## src/include/wiu_pkg.sv

```systemverilog
// ----------------------------------------------------------------
// Wakeup and interrupt unit constants
// ----------------------------------------------------------------
package wiu_pkg;

	// ------------------------------------------------------------
	// Register bus geometry
	// ------------------------------------------------------------
	localparam int ADDR_W = 8;
	localparam int DATA_W = 8;

	// ------------------------------------------------------------
	// Register offsets
	// ------------------------------------------------------------
	localparam logic [7:0] OFS_WAKE_EDGE_SELECT = 8'h00;
	localparam logic [7:0] OFS_WAKE_ENABLE_MASK = 8'h01;
	localparam logic [7:0] OFS_WAKE_PENDING_FLAGS = 8'h02;
	localparam logic [7:0] OFS_EVENT_STATUS = 8'h03;
	localparam logic [7:0] OFS_EVENT_MASK = 8'h04;
	localparam logic [7:0] OFS_CONTROL = 8'h05;
	localparam logic [7:0] OFS_VECTOR_BASE = 8'h06;
	localparam logic [7:0] OFS_SERVICE = 8'h07;
	localparam logic [7:0] OFS_SRC_ENABLE_LO = 8'h08;
	localparam logic [7:0] OFS_SRC_ENABLE_HI = 8'h09;
	localparam logic [7:0] OFS_LOW_POWER = 8'h0A;

	// ------------------------------------------------------------
	// Reset values
	// ------------------------------------------------------------
	localparam logic [7:0] RST_BYTE = 8'h00;
	localparam logic [15:0] RST_WORD = 16'h0000;

	// ------------------------------------------------------------
	// Field positions
	// ------------------------------------------------------------
	// Event status and mask
	localparam int EV_WAKE = 0;
	localparam int EV_TIMER = 1;
	localparam int EV_RUNAWAY = 2;
	localparam int EV_CLKLOSS = 3;
	localparam int EV_ILLEGAL = 4;
	localparam int EV_W = 5;
	// Control register
	localparam int CTL_GIE = 0;
	localparam int CTL_TIMER_IE = 1;
	localparam int CTL_SVC_EN = 2;
	localparam int CTL_CLKMON_EN = 3;
	// Low power request register
	localparam int LP_STOP = 0;
	localparam int LP_IDLE = 1;

	// ------------------------------------------------------------
	// Interrupt sources
	// ------------------------------------------------------------
	localparam int NUM_SRC = 16;
	localparam int NUM_MASKABLE = 14;
	localparam int NUM_EXT_IRQ = 12;
	localparam logic [3:0] SRC_WAKE = 4'h0;
	localparam logic [3:0] SRC_TIMER = 4'h1;
	localparam logic [3:0] SRC_MONITOR = 4'hE;
	localparam logic [3:0] SRC_ILLEGAL = 4'hF;
	localparam logic [7:0] ILLEGAL_OPCODE = 8'h00;

	// ------------------------------------------------------------
	// Timing
	// ------------------------------------------------------------
	localparam int CLK_MHZ = 125;
	localparam int IDLE_TIMER_W = 16;
	localparam int IDLE_TICK_BIT = 11;
	localparam int IDLE_PERIOD_MS = 4;
	localparam int IDLE_RATE_MHZ = 1;
	localparam int IDLE_PERIOD_CYC = IDLE_PERIOD_MS * 1000 * IDLE_RATE_MHZ;
	localparam int SVC_LIMIT_US = 1000;
	localparam int SVC_LIMIT_CYC = SVC_LIMIT_US * CLK_MHZ;
	localparam int CLKMON_MIN_KHZ = 10;
	localparam int CLKMON_LIMIT_CYC = (CLK_MHZ * 1000) / CLKMON_MIN_KHZ;
	localparam int SYNC_STAGES = 3;

endpackage

```

## src/verilog/wiu_top.sv

```systemverilog
// Implementation choices: the placing of the registers and the address-and-strobe port.
`timescale 1ns/1ns
// Functional notes
// - An enabled wake pin transition brings the core out of both the stopped and the idle state.
// - The eight wake pins share one edge-selectable interrupt source, source 0, raised by any enabled pending bit.
// - Three 8-bit registers steer the wake logic, bit n of each belonging to pin n.
// - A pin whose enable bit is clear takes no part in wakeup or interrupts.
// - Each edge-select bit chooses a rising or a falling edge as the pin's trigger.
// - The selected edge on a pin is latched into that pin's pending bit.
// - Sixteen vectored sources exist, fourteen maskable and two that cannot be masked.
// - Each source fetches a two-byte vector out of a 32-byte table whose place software chooses.
// - A fetch from an undefined program location returns zeroes and executing it raises a non-maskable trap.
// - A 16-bit idle timer counts every instruction cycle and never stops.
// - The idle timer has no address and cannot be read or written.
// - Each toggle of the twelfth timer bit may raise an interrupt when software enables it.
// - A service monitor counts cycles between software services and flags a runaway program.
// - A clock monitor reports a missing or too slow monitored clock.
module wiu_top
	import wiu_pkg::*;
#(
	parameter int SERVICE_LIMIT = wiu_pkg::SVC_LIMIT_CYC,
	parameter int CLKMON_LIMIT = wiu_pkg::CLKMON_LIMIT_CYC,
	parameter int ROM_WORDS = 4096
)(
	// Clock and reset
	input wire logic clk,
	input wire logic nrst,
	// Register port
	input wire logic [wiu_pkg::ADDR_W-1:0] regAddr,
	input wire logic [wiu_pkg::DATA_W-1:0] regWdata,
	input wire logic regWr,
	input wire logic regRd,
	output logic [wiu_pkg::DATA_W-1:0] regRdata,
	// Wake capable pins and monitored clock
	input wire logic [7:0] wakePin,
	input wire logic monitoredClk,
	// Peripheral interrupt requests
	input wire logic [wiu_pkg::NUM_EXT_IRQ-1:0] extIrq,
	// Core program fetch and execute
	input wire logic fetchStrobe,
	input wire logic [15:0] fetchAddr,
	input wire logic [7:0] romData,
	output logic [7:0] fetchData,
	input wire logic execStrobe,
	input wire logic [7:0] execOpcode,
	input wire logic intAck,
	// Core interrupt and power control
	output logic intReq,
	output logic [15:0] intVector,
	output logic coreStopped,
	output logic coreIdle,
	output logic wakeEvent,
	output logic irq
);
	import wiu_pkg::*;

	typedef enum {WIU_RUN, WIU_STOP, WIU_IDLE} wiu_power_e;

	// ------------------------------------------------------------
	// Helpers
	// ------------------------------------------------------------
	// Trigger test per pin: rising when select is one, falling otherwise
	function automatic logic [7:0] wiuEdgeHit(input logic [7:0] prev, input logic [7:0] cur,
		input logic [7:0] sel);
		wiuEdgeHit = (sel & ~prev & cur) | (~sel & prev & ~cur);
	endfunction

	// Write strobe decode for one offset
	function automatic logic wiuWrHit(input logic wr, input logic [7:0] addr, input logic [7:0] ofs);
		wiuWrHit = wr && (addr == ofs);
	endfunction

	// ------------------------------------------------------------
	// State
	// ------------------------------------------------------------
	logic [7:0] wakeEdgeSelect;
	logic [7:0] wakeEnableMask;
	logic [7:0] wakePendingFlags;
	logic [EV_W-1:0] eventStatus;
	logic [EV_W-1:0] eventMask;
	logic [7:0] control;
	logic [7:0] vectorBase;
	logic [NUM_MASKABLE-1:0] srcEnable;
	logic [7:0] pinS1;
	logic [7:0] pinS2;
	logic [7:0] pinS3;
	logic [7:0] pinLevel;
	logic [7:0] pinEdge;
	logic [IDLE_TIMER_W-1:0] idleCount;
	logic timerTick;
	logic [31:0] svcCount;
	logic runawayHit;
	logic [2:0] mclkSync;
	logic mclkPrev;
	logic [31:0] mclkGap;
	logic clkLossHit;
	logic illegalTrap;
	logic illegalHit;
	logic wakeAny;
	logic [NUM_SRC-1:0] srcReq;
	logic [3:0] srcIdx;
	logic srcValid;
	wiu_power_e power;
	wiu_power_e next_power;

	// ------------------------------------------------------------
	// Pin synchroniser
	// ------------------------------------------------------------
	// Three stages; a level is accepted only once stages two and three agree
	always_ff @(posedge clk) begin
		if (!nrst) begin
			pinS1 <= RST_BYTE;
			pinS2 <= RST_BYTE;
			pinS3 <= RST_BYTE;
		end else begin
			pinS1 <= wakePin;
			pinS2 <= pinS1;
			pinS3 <= pinS2;
		end
	end

	// Filtered level; it resets low, so a high first level after reset makes a rising edge
	always_ff @(posedge clk) begin
		if (!nrst) begin
			pinLevel <= RST_BYTE;
		end else begin
			pinLevel <= (pinS2 & pinS3) | (pinLevel & (pinS2 ^ pinS3));
		end
	end

	assign pinEdge = wiuEdgeHit(pinLevel, (pinS2 & pinS3) | (pinLevel & (pinS2 ^ pinS3)),
		wakeEdgeSelect);

	// ------------------------------------------------------------
	// Wake registers
	// ------------------------------------------------------------
	// Edge select and enable mask, one bit per pin
	always_ff @(posedge clk) begin
		if (!nrst) begin
			wakeEdgeSelect <= RST_BYTE;
			wakeEnableMask <= RST_BYTE;
		end else begin
			if (wiuWrHit(regWr, regAddr, OFS_WAKE_EDGE_SELECT)) begin
				wakeEdgeSelect <= regWdata;
			end
			if (wiuWrHit(regWr, regAddr, OFS_WAKE_ENABLE_MASK)) begin
				wakeEnableMask <= regWdata;
			end
		end
	end

	// Pending bits; an edge in the clearing cycle still sets the bit
	generate
		for (genvar i = 0; i < 8; i++) begin : g_pend
			always_ff @(posedge clk) begin
				if (!nrst) begin
					wakePendingFlags[i] <= 1'b0;
				end else if (pinEdge[i] && wakeEnableMask[i]) begin
					wakePendingFlags[i] <= 1'b1;
				end else if (wiuWrHit(regWr, regAddr, OFS_WAKE_PENDING_FLAGS) && regWdata[i]) begin
					wakePendingFlags[i] <= 1'b0;
				end
			end
		end
	endgenerate

	assign wakeAny = |(wakePendingFlags & wakeEnableMask);

	// ------------------------------------------------------------
	// Idle interval timer
	// ------------------------------------------------------------
	// Free running, no address decode reaches it
	always_ff @(posedge clk) begin
		if (!nrst) begin
			idleCount <= RST_WORD;
		end else begin
			idleCount <= idleCount + 16'h0001;
		end
	end

	// A toggle of the tick bit happens when all lower bits roll over
	assign timerTick = &idleCount[IDLE_TICK_BIT-1:0];

	// ------------------------------------------------------------
	// Service interval monitor
	// ------------------------------------------------------------
	// Any write to the service offset restarts the count
	always_ff @(posedge clk) begin
		if (!nrst) begin
			svcCount <= 32'h0000_0000;
		end else if (!control[CTL_SVC_EN] || wiuWrHit(regWr, regAddr, OFS_SERVICE)) begin
			svcCount <= 32'h0000_0000;
		end else if (svcCount != 32'(SERVICE_LIMIT)) begin
			svcCount <= svcCount + 32'h0000_0001;
		end
	end

	assign runawayHit = control[CTL_SVC_EN] && (svcCount == 32'(SERVICE_LIMIT) - 32'h0000_0001);

	// ------------------------------------------------------------
	// Clock monitor
	// ------------------------------------------------------------
	// The monitored clock is a pin: synchronise, then time its rising edges
	always_ff @(posedge clk) begin
		if (!nrst) begin
			mclkSync <= 3'h0;
			mclkPrev <= 1'b0;
		end else begin
			mclkSync <= {mclkSync[1:0], monitoredClk};
			if (mclkSync[1] == mclkSync[2]) begin
				mclkPrev <= mclkSync[2];
			end
		end
	end

	// Gap counter saturates so a dead clock reports once
	always_ff @(posedge clk) begin
		if (!nrst) begin
			mclkGap <= 32'h0000_0000;
		end else if (!control[CTL_CLKMON_EN] || (mclkSync[1] && mclkSync[2] && !mclkPrev)) begin
			mclkGap <= 32'h0000_0000;
		end else if (mclkGap != 32'(CLKMON_LIMIT)) begin
			mclkGap <= mclkGap + 32'h0000_0001;
		end
	end

	assign clkLossHit = control[CTL_CLKMON_EN] && (mclkGap == 32'(CLKMON_LIMIT) - 32'h0000_0001);

	// ------------------------------------------------------------
	// Program fetch guard and illegal trap
	// ------------------------------------------------------------
	// Locations past the implemented program memory read as zero
	always_ff @(posedge clk) begin
		if (!nrst) begin
			fetchData <= RST_BYTE;
		end else if (fetchStrobe) begin
			fetchData <= (fetchAddr < 16'(ROM_WORDS)) ? romData : ILLEGAL_OPCODE;
		end
	end

	assign illegalHit = execStrobe && (execOpcode == ILLEGAL_OPCODE);

	// Trap holds until the core acknowledges its vector; a new hit wins
	always_ff @(posedge clk) begin
		if (!nrst) begin
			illegalTrap <= 1'b0;
		end else if (illegalHit) begin
			illegalTrap <= 1'b1;
		end else if (intAck && intReq && intVector[4:1] == SRC_ILLEGAL) begin
			illegalTrap <= 1'b0;
		end
	end

	// ------------------------------------------------------------
	// Control registers
	// ------------------------------------------------------------
	always_ff @(posedge clk) begin
		if (!nrst) begin
			control <= RST_BYTE;
			vectorBase <= RST_BYTE;
			eventMask <= EV_W'(0);
			srcEnable <= NUM_MASKABLE'(0);
		end else begin
			if (wiuWrHit(regWr, regAddr, OFS_CONTROL)) begin
				control <= regWdata;
			end
			if (wiuWrHit(regWr, regAddr, OFS_VECTOR_BASE)) begin
				vectorBase <= regWdata;
			end
			if (wiuWrHit(regWr, regAddr, OFS_EVENT_MASK)) begin
				eventMask <= regWdata[EV_W-1:0];
			end
			if (wiuWrHit(regWr, regAddr, OFS_SRC_ENABLE_LO)) begin
				srcEnable[7:0] <= regWdata;
			end
			if (wiuWrHit(regWr, regAddr, OFS_SRC_ENABLE_HI)) begin
				srcEnable[NUM_MASKABLE-1:8] <= regWdata[NUM_MASKABLE-9:0];
			end
		end
	end

	// ------------------------------------------------------------
	// Event status, write one to clear, set wins
	// ------------------------------------------------------------
	logic [EV_W-1:0] evSet;
	assign evSet[EV_WAKE] = |(pinEdge & wakeEnableMask);
	assign evSet[EV_TIMER] = timerTick && control[CTL_TIMER_IE];
	assign evSet[EV_RUNAWAY] = runawayHit;
	assign evSet[EV_CLKLOSS] = clkLossHit;
	assign evSet[EV_ILLEGAL] = illegalHit;

	always_ff @(posedge clk) begin
		if (!nrst) begin
			eventStatus <= EV_W'(0);
		end else if (wiuWrHit(regWr, regAddr, OFS_EVENT_STATUS)) begin
			eventStatus <= (eventStatus & ~regWdata[EV_W-1:0]) | evSet;
		end else begin
			eventStatus <= eventStatus | evSet;
		end
	end

	// Level interrupt for unmasked status
	always_ff @(posedge clk) begin
		if (!nrst) begin
			irq <= 1'b0;
		end else begin
			irq <= |(eventStatus & eventMask);
		end
	end

	// ------------------------------------------------------------
	// Vectored priority, highest index wins
	// ------------------------------------------------------------
	always_comb begin
		srcReq = NUM_SRC'(0);
		srcReq[SRC_WAKE] = wakeAny;
		srcReq[SRC_TIMER] = eventStatus[EV_TIMER];
		srcReq[NUM_MASKABLE-1:2] = extIrq;
		srcReq[NUM_MASKABLE-1:0] = srcReq[NUM_MASKABLE-1:0] & srcEnable
			& {NUM_MASKABLE{control[CTL_GIE]}};
		srcReq[SRC_MONITOR] = eventStatus[EV_RUNAWAY] | eventStatus[EV_CLKLOSS];
		srcReq[SRC_ILLEGAL] = illegalTrap;
	end

	always_comb begin
		srcIdx = 4'h0;
		srcValid = 1'b0;
		for (int k = 0; k < NUM_SRC; k++) begin
			if (srcReq[k]) begin
				srcIdx = 4'(k);
				srcValid = 1'b1;
			end
		end
	end

	// Vector address: 32-byte table in the page chosen by software
	always_ff @(posedge clk) begin
		if (!nrst) begin
			intReq <= 1'b0;
			intVector <= RST_WORD;
		end else begin
			intReq <= srcValid;
			intVector <= {vectorBase, 3'b000, srcIdx, 1'b0};
		end
	end

	// ------------------------------------------------------------
	// Power states
	// ------------------------------------------------------------
	// Idle also ends on the timer tick, so the tick keeps time while idle
	always_comb begin
		next_power = power;
		case (power)
			WIU_RUN: begin
				if (wiuWrHit(regWr, regAddr, OFS_LOW_POWER) && regWdata[LP_STOP]) begin
					next_power = WIU_STOP;
				end else if (wiuWrHit(regWr, regAddr, OFS_LOW_POWER) && regWdata[LP_IDLE]) begin
					next_power = WIU_IDLE;
				end
			end
			WIU_STOP: begin
				if (evSet[EV_WAKE]) begin
					next_power = WIU_RUN;
				end
			end
			WIU_IDLE: begin
				if (evSet[EV_WAKE] || timerTick) begin
					next_power = WIU_RUN;
				end
			end
			default: next_power = WIU_RUN;
		endcase
	end

	always_ff @(posedge clk) begin
		if (!nrst) begin
			power <= WIU_RUN;
			coreStopped <= 1'b0;
			coreIdle <= 1'b0;
			wakeEvent <= 1'b0;
		end else begin
			power <= next_power;
			coreStopped <= (next_power == WIU_STOP);
			coreIdle <= (next_power == WIU_IDLE);
			wakeEvent <= (power != WIU_RUN) && (next_power == WIU_RUN);
		end
	end

	// ------------------------------------------------------------
	// Read port, data one cycle after the strobe
	// ------------------------------------------------------------
	always_ff @(posedge clk) begin
		if (!nrst) begin
			regRdata <= RST_BYTE;
		end else if (regRd) begin
			if (regAddr == OFS_WAKE_EDGE_SELECT) begin
				regRdata <= wakeEdgeSelect;
			end else if (regAddr == OFS_WAKE_ENABLE_MASK) begin
				regRdata <= wakeEnableMask;
			end else if (regAddr == OFS_WAKE_PENDING_FLAGS) begin
				regRdata <= wakePendingFlags;
			end else if (regAddr == OFS_EVENT_STATUS) begin
				regRdata <= 8'(eventStatus);
			end else if (regAddr == OFS_EVENT_MASK) begin
				regRdata <= 8'(eventMask);
			end else if (regAddr == OFS_CONTROL) begin
				regRdata <= control;
			end else if (regAddr == OFS_VECTOR_BASE) begin
				regRdata <= vectorBase;
			end else if (regAddr == OFS_SRC_ENABLE_LO) begin
				regRdata <= srcEnable[7:0];
			end else if (regAddr == OFS_SRC_ENABLE_HI) begin
				regRdata <= 8'(srcEnable[NUM_MASKABLE-1:8]);
			end else begin
				regRdata <= RST_BYTE;
			end
		end else begin
			regRdata <= RST_BYTE;
		end
	end

endmodule
```

## config.mk

```make
export PLATFORM = sky130hd
export DESIGN_NAME = wiu_top
export DESIGN_NICKNAME = d
export VERILOG_FILES = /design/src/include/wiu_pkg.sv /design/src/verilog/wiu_top.sv
export SDC_FILE = /design/constraint.sdc
export NUM_CORES = 1
export LEC_CHECK = 0
export BUFFER_PORTS_ARGS = -buffer_cell sky130_fd_sc_hd__buf_2
export CAP_MARGIN = 20
export CORE_MARGIN = 2
export CORE_UTILIZATION = 58
export DETAILED_ROUTE_END_ITERATION = 8
export GPL_TIMING_DRIVEN = 0
export PLACE_DENSITY = 0.79
export SETUP_SLACK_MARGIN = 0.3
export SLEW_MARGIN = 20
export SYNTH_ARGS = -nofsm -noshare
export SYNTH_HDL_FRONTEND = slang
export SYNTH_SLANG_ARGS = --single-unit
```

## constraint.sdc

```tcl
create_clock -name clk -period 2.7 [get_ports clk]
set_input_delay 0.54 -clock clk [delete_from_list [all_inputs] [get_ports clk]]
set_output_delay 0.54 -clock clk [all_outputs]
set_load 0.005 [all_outputs]
```

* Word-level counts from Yosys, hierarchy flattened
Index checks and enable logic that the tools add are counted.
** Word-level totals
- Bits in registers :: 250
- Bits of input ports :: 76
- Output and inout port bits :: 37
- Word-level logic and storage cells :: 213
** Cells by class
- Add/sub/neg operators :: 3
- $lt $le $gt $ge :: 1
- Eq/ne operators :: 20
- Muxes and demuxes :: 65
- Bitwise gates (word level) :: 23
- Reduce and logical (&&, ||, !) cells :: 65
** Operator list (number)
- $mux W32 :: 4
- $pmux W32 S3 :: 1
- $mux W8 :: 9
- $add A32 B1 Y32 const B :: 2
- $and A8 B8 Y8 :: 8
- $eq A32 B2 Y1 const B :: 2
- $logic_not A32 Y1 :: 2
- $mux W4 :: 14
- $logic_and A1 B1 Y1 :: 38
- $mux W1 :: 35
- $eq A32 B1 Y1 const B :: 1
- $eq A32 B14 Y1 const B :: 1
- $eq A32 B17 Y1 const B :: 1
- $eq A32 B3 Y1 const B :: 1
- $eq A8 B3 Y1 const B :: 4
- $ne A32 B14 Y1 const B :: 1
- $ne A32 B17 Y1 const B :: 1
- $reduce_bool A32 Y1 :: 1
- $and A14 B14 Y14 :: 2
- $eq A8 B4 Y1 const B :: 3
- $not A8 Y8 :: 3
- $reduce_bool A2 Y1 :: 9
- $add A16 B1 Y16 const B :: 1
- $eq A8 B2 Y1 const B :: 2
- 21 further kinds :: 31

* Depth between registers and ports, before layout
- Depth after elaboration :: 20
- Gate-level depth with buffers :: 8
- Gate-level depth less buffers :: 7

* Worst setup path after synthesis
Ideal clock, no wire load.
- Path kind :: input to register
- Start :: input regAddr[5] (netlist bit)
- End :: register regRdata[7] (netlist bit)
- Library setup time :: 0.125 ns
- Arrival time :: 2.195 ns
- Required time :: 2.575 ns
- Slack :: 0.380 ns
- Stages :: 7
- Path buffers :: 2
- Cell sequence :: or4_4 buf_6 or3_4 or3_1 clkbuf_2 o22ai_1 nor3_1
** On the way
- Cells in the longest elaborated chain, start to end :: 9
- Elaborated cells between the ends (all ways) :: 16
- Classes of those cells :: eq/ne (7); mux (8); reduce/logical (1)
** Ends and longest elaborated chain
- start: declaration :: line wiu_top.sv:29 : input wire logic [wiu_pkg::ADDR_W-1:0] regAddr,
- $eq A8 B4 Y1 :: line wiu_top.sv:410 : end else if (regAddr == OFS_SRC_ENABLE_LO) begin
- $mux W8 :: line wiu_top.sv:410
- $mux W8 :: line wiu_top.sv:408 : end else if (regAddr == OFS_VECTOR_BASE) begin
- $mux W8 :: line wiu_top.sv:406 : end else if (regAddr == OFS_CONTROL) begin
- $mux W8 :: line wiu_top.sv:404 : end else if (regAddr == OFS_EVENT_MASK) begin
- $mux W8 :: line wiu_top.sv:402 : end else if (regAddr == OFS_EVENT_STATUS) begin
- $mux W8 :: line wiu_top.sv:400 : end else if (regAddr == OFS_WAKE_PENDING_FLAGS) begin
- $mux W8 :: line wiu_top.sv:398 : end else if (regAddr == OFS_WAKE_ENABLE_MASK) begin
- $mux W8 (*) :: line wiu_top.sv:396 : if (regAddr == OFS_WAKE_EDGE_SELECT) begin
- end signal: assignment :: line wiu_top.sv:397 : regRdata <= wakeEdgeSelect;
- end signal: assignment :: line wiu_top.sv:399 : regRdata <= wakeEnableMask;
- end signal: assignment :: line wiu_top.sv:401 : regRdata <= wakePendingFlags;
- end: declaration :: line wiu_top.sv:33 : output logic [wiu_pkg::DATA_W-1:0] regRdata,
Mark *: on every way between the ends. The rest lies on a longest branch, timed or not.
A chain may end at the register's enable or synchronous reset.

* Final worst setup path
- Start :: input regAddr[5] (netlist bit)
- End :: register svcCount[17]
** On the way
- Cells in the longest elaborated chain, start to end :: 4
** Ends and longest elaborated chain
- $eq A8 B3 Y1 :: line wiu_top.sv:70 : wiuWrHit = wr && (addr == ofs);
- $logic_and A1 B1 Y1 :: line wiu_top.sv:70
- $logic_or A1 B1 Y1 :: line wiu_top.sv:191 : end else if (!control[CTL_SVC_EN] || wiuWrHit(regWr, regAddr, OFS_SERVICE)) begin
- $reduce_or A2 Y1 (no line)
- end signal: assignment :: line wiu_top.sv:194 : svcCount <= svcCount + 32'h0000_0001;
- end: declaration :: line wiu_top.sv:91 : logic [31:0] svcCount;
No other way between the ends.

==> results.md <==
- Post-Route Skew: 21.7 ps
- Xor/xnor share of the synthesized area: 5.91%
- Sequential fraction of the synthesis area: 49.4%
- Setup violations, final: 0
- Drt initial violations: 690
- H-tree Lvls: 1
- Residual DRC count: 0
- Hold worst-path end: pinS1[7]
- Post-synthesis cell type count: 64
- Commonest cells after routing, fill and taps aside: 241 x sky130_fd_sc_hd__dfxtp_1, 152 x sky130_fd_sc_hd__nor2_1, 125 x sky130_fd_sc_hd__nand2_1, 92 x sky130_fd_sc_hd__buf_2, 72 x sky130_fd_sc_hd__a21oi_1
- Die Width: 134 µm
- GRT Overall Usage: 26.6%
- Antenna violations before repair: 0
- Count of hold buffers inserted by post-cts repair: 0
- Effective utilization at floorplan: 59.2%
- Unrepaired setup endpoints after global routing: no
- Number of enable-type register cells in the synthesized netlist: 0
- Wirelength per Cell: 16.0 µm
- Largest voltage drop on the vdd net: 0.561 mV
- Warnings from Yosys: 0
- Number of cell rows: 47
- Count of pins over their slew limit: 0
- Minimum setup slack after placement: -41.0 ps
- Post-Synthesis Mean Instance Area: 8.89 µm²
- Hold Worst Slack: 213 ps
- Final Hold Violating Endpoints: 0
- Max-cap violations: 0
- Number of detailed-routing iterations run before antenna repair: 7
- Wire length of the first global-routing pass: 38.9 mm
- Crit path time final: 2300 ps
- Relative slew slack: 45.4%
- Simple logic cell fraction of the synthesized area: 26.4%
- Highest-delay cell along the critical path: sky130_fd_sc_hd__nor4_2
- Remaining Overflow, GRT: 0
- Largest area contributor in the netlist: sky130_fd_sc_hd__dfxtp_1
- Arrival time at the worst endpoint: 2680 ps
- Worst slew pin tran: 813 ps
- Total Die Area: 17900 µm²
- Fin nets: 1338
- Floorplan die height: 134 µm
- Critical register-to-register path startpoint: svcCount[11]
- Max frequency: 0.435 GHz
- Clock transition at the registers of the reported paths: 60 ps
- Worst setup margin: 403 ps
- Crit-path cells: buf_2 > nor4_2 > nand3_1 > o211ai_1 > clkbuf_1 > nor2_1
- Launch point of the worst hold path: wakePin[7]
- Classification of the worst-slack hold path: primary input to register
- Count of cells resized by post-cts repair: 0
- Mapped Cells: 1099
- Half-perimeter wire length of the detailed placement result: 16.9 mm
- Summed negative setup slack over all endpoints: 0 ps
- Core region area: 16500 µm²
- Maximum count of clock buffers along a single path: 3
- CTS tree: yes
- Primary FF master, synth: sky130_fd_sc_hd__dfxtp_1
- Layout overhead on the synthesized area: 17.4%
- Number of cells on the worst reg-to-reg path: 6
- Buffers inserted during post-CTS setup optimization: 0
- Cell Area, Placed: 10600 µm²
- Layout Cell Area excl Fill: 11500 µm²
- CTS buffer count: 25
- Crit path max fanout: 10
- Most common cell after layout, fill and taps aside: sky130_fd_sc_hd__dfxtp_1
- Mux contribution to synthesized area: 3.28%
- Endpoint type of the worst setup path: register
- Run status: completed
- Worst hold stages: 2
- Combinational family with the most area after synthesis: simple AND/OR/NAND/NOR gates
- Slowest stage delay, CP: 700 ps
- Combined area of all synthesized cells: 9770 µm²
- Critical Path Source Type: primary input
- Total wirelength of the detailed-routed design: 23.9 mm
- Compound-gate portion of the synthesized area: 10.1%
- Via/cell ratio: 5.59
- Final Wtd Congestion: 0.942
- Adder-cell share of the synthesized area: 1.79%
- Worst Path Class, Setup: primary input to register
- Clock network latency to the later pin of the worst-skew pair: 530 ps
- Static power due to leakage: 0.00430 µW
- Share of the cycle needed by the critical path after routing: 85.1%
- Endpoint of the worst-slack reg-to-reg timing path: svcCount[31]
- Number of global-route vias before repair: 7772
- Total power of the final layout: 7310 µW
- Layout filler cell count: 1338
- Fraction of final layout cells sized beyond drive strength 1: 12.5%
- Multi-input combinational cell area: 4780 µm²
- Worst setup slack for register-to-register paths: 510 ps
- Required time at the endpoint of the critical path: 3080 ps
- PortBufs: 89
- Clk sink count: 241
- Fraction of synthesis flops using an asynchronous set or reset pin: 0%
- IO Pins: 113
- Pin count of the biggest net entering global routing: 15
- Fraction of post-synthesis cell area in the top cell type by area: 49.4%
- Synthesized flop and latch total: 241
- Biggest area contributors in the synthesized netlist: sky130_fd_sc_hd__dfxtp_1 49%, sky130_fd_sc_hd__nor2_1 5.8%, sky130_fd_sc_hd__nand2_1 4.8%
- Pwr per Cell Area: 637 nW/µm²
- Count of vias placed by the detailed router: 8315
- Ant diodes: 0
- Clock tree root buffer cell: sky130_fd_sc_hd__clkbuf_16
- Antenna-violating nets left: 0
- Register area: 4820 µm²
## registers in the layout, indices dropped and copies added, names as in the netlist, 11 cells and up
register / count
power: 32
intVector: 12
idleCount: 11
svcCount: 32
srcEnable: 14
mclkGap: 32
## cell usage after synthesis, types with 7 or more instances
cell	instances
sky130_fd_sc_hd__and2_1	40
sky130_fd_sc_hd__clkbuf_1	40
sky130_fd_sc_hd__o22ai_1	9
sky130_fd_sc_hd__nor4b_1	11
sky130_fd_sc_hd__nor2_1	152
sky130_fd_sc_hd__nor2b_1	14
sky130_fd_sc_hd__and3b_1	8
sky130_fd_sc_hd__nor4_1	23
sky130_fd_sc_hd__xor2_1	37
sky130_fd_sc_hd__nand2b_1	8
sky130_fd_sc_hd__and4_1	8
sky130_fd_sc_hd__o21ai_0	23
sky130_fd_sc_hd__xnor2_1	29
sky130_fd_sc_hd__mux2i_1	32
sky130_fd_sc_hd__a22oi_1	12
sky130_fd_sc_hd__inv_1	18
sky130_fd_sc_hd__a21oi_1	72
sky130_fd_sc_hd__nand2_1	125
sky130_fd_sc_hd__ha_1	14
sky130_fd_sc_hd__and3_1	7
sky130_fd_sc_hd__dfxtp_1	241
sky130_fd_sc_hd__nand3_1	52
sky130_fd_sc_hd__nand4_1	19
sky130_fd_sc_hd__nor3_1	22
## kinds of logic after synthesis
group | after synthesis
AND/OR/NAND/NOR | 514
flip-flops | 241
AO/OA/AOI/OAI | 159
buffers and inverters | 72
XOR/XNOR | 66
multiplexers | 32
adder cells (fa/ha/maj) | 14
other | 1
## worst max-delay path by stage
stage / start / endpoint / depth (start not counted)
after floorplan: regAddr[5] / regRdata[7] / 7
after global placement: regAddr[5] / svcCount[3] / 6
after detailed placement: regAddr[5] / svcCount[1] / 6
after CTS: svcCount[14] / svcCount[1] / 6
after global routing: svcCount[11] / svcCount[31] / 6
final: regAddr[5] / svcCount[17] / 6
## layer usage
| metal | global-route usage (%) | part of all wire (%) | vias to the layer above |
|---|---|---|---|
| met2 | 44.4 | 46 | 318 |
| li1 | - | - | 4078 |
| met5 | 0 | 0 | - |
| met3 | 4.23 | 7.5 | 48 |
| met4 | 6.86 | 2.2 | 0 |
| met1 | 36.3 | 44 | 3871 |
## critical path, delay by kind of cell
family / cells / cell delay (ps)
AOI/OAI and AO/OA: 1 / 540
buffers and inverters: 2 / 550
and+or+nand+nor: 3 / 1050
## area by class of cell
type,count,share of cell area (%)
Multi-Input combinational cell,819,41.7
Buffer,53,2.08
Tap cell,220,2.40
Sequential cell,241,42.0
Clock inverter,8,0.763
Inverter,19,0.621
Timing Repair Buffer,89,3.88
Clock buffer,38,6.57
## per-stage QoR
stage	cells	utilization, %
2_1_floorplan	1132	-
3_3_place_gp	1441	64.3
3_5_place_dp	1441	64.3
4_1_cts	1487	69.4
5_1_grt	1487	69.5
6_report	1487	69.5
## power by group
part | switching, µW | internal (µW)
sequential | 16.4 | 3600
combinational | 171 | 87.0
clock | 1400 | 2030
No activity file was read; power rests on OpenSTA's default activity.
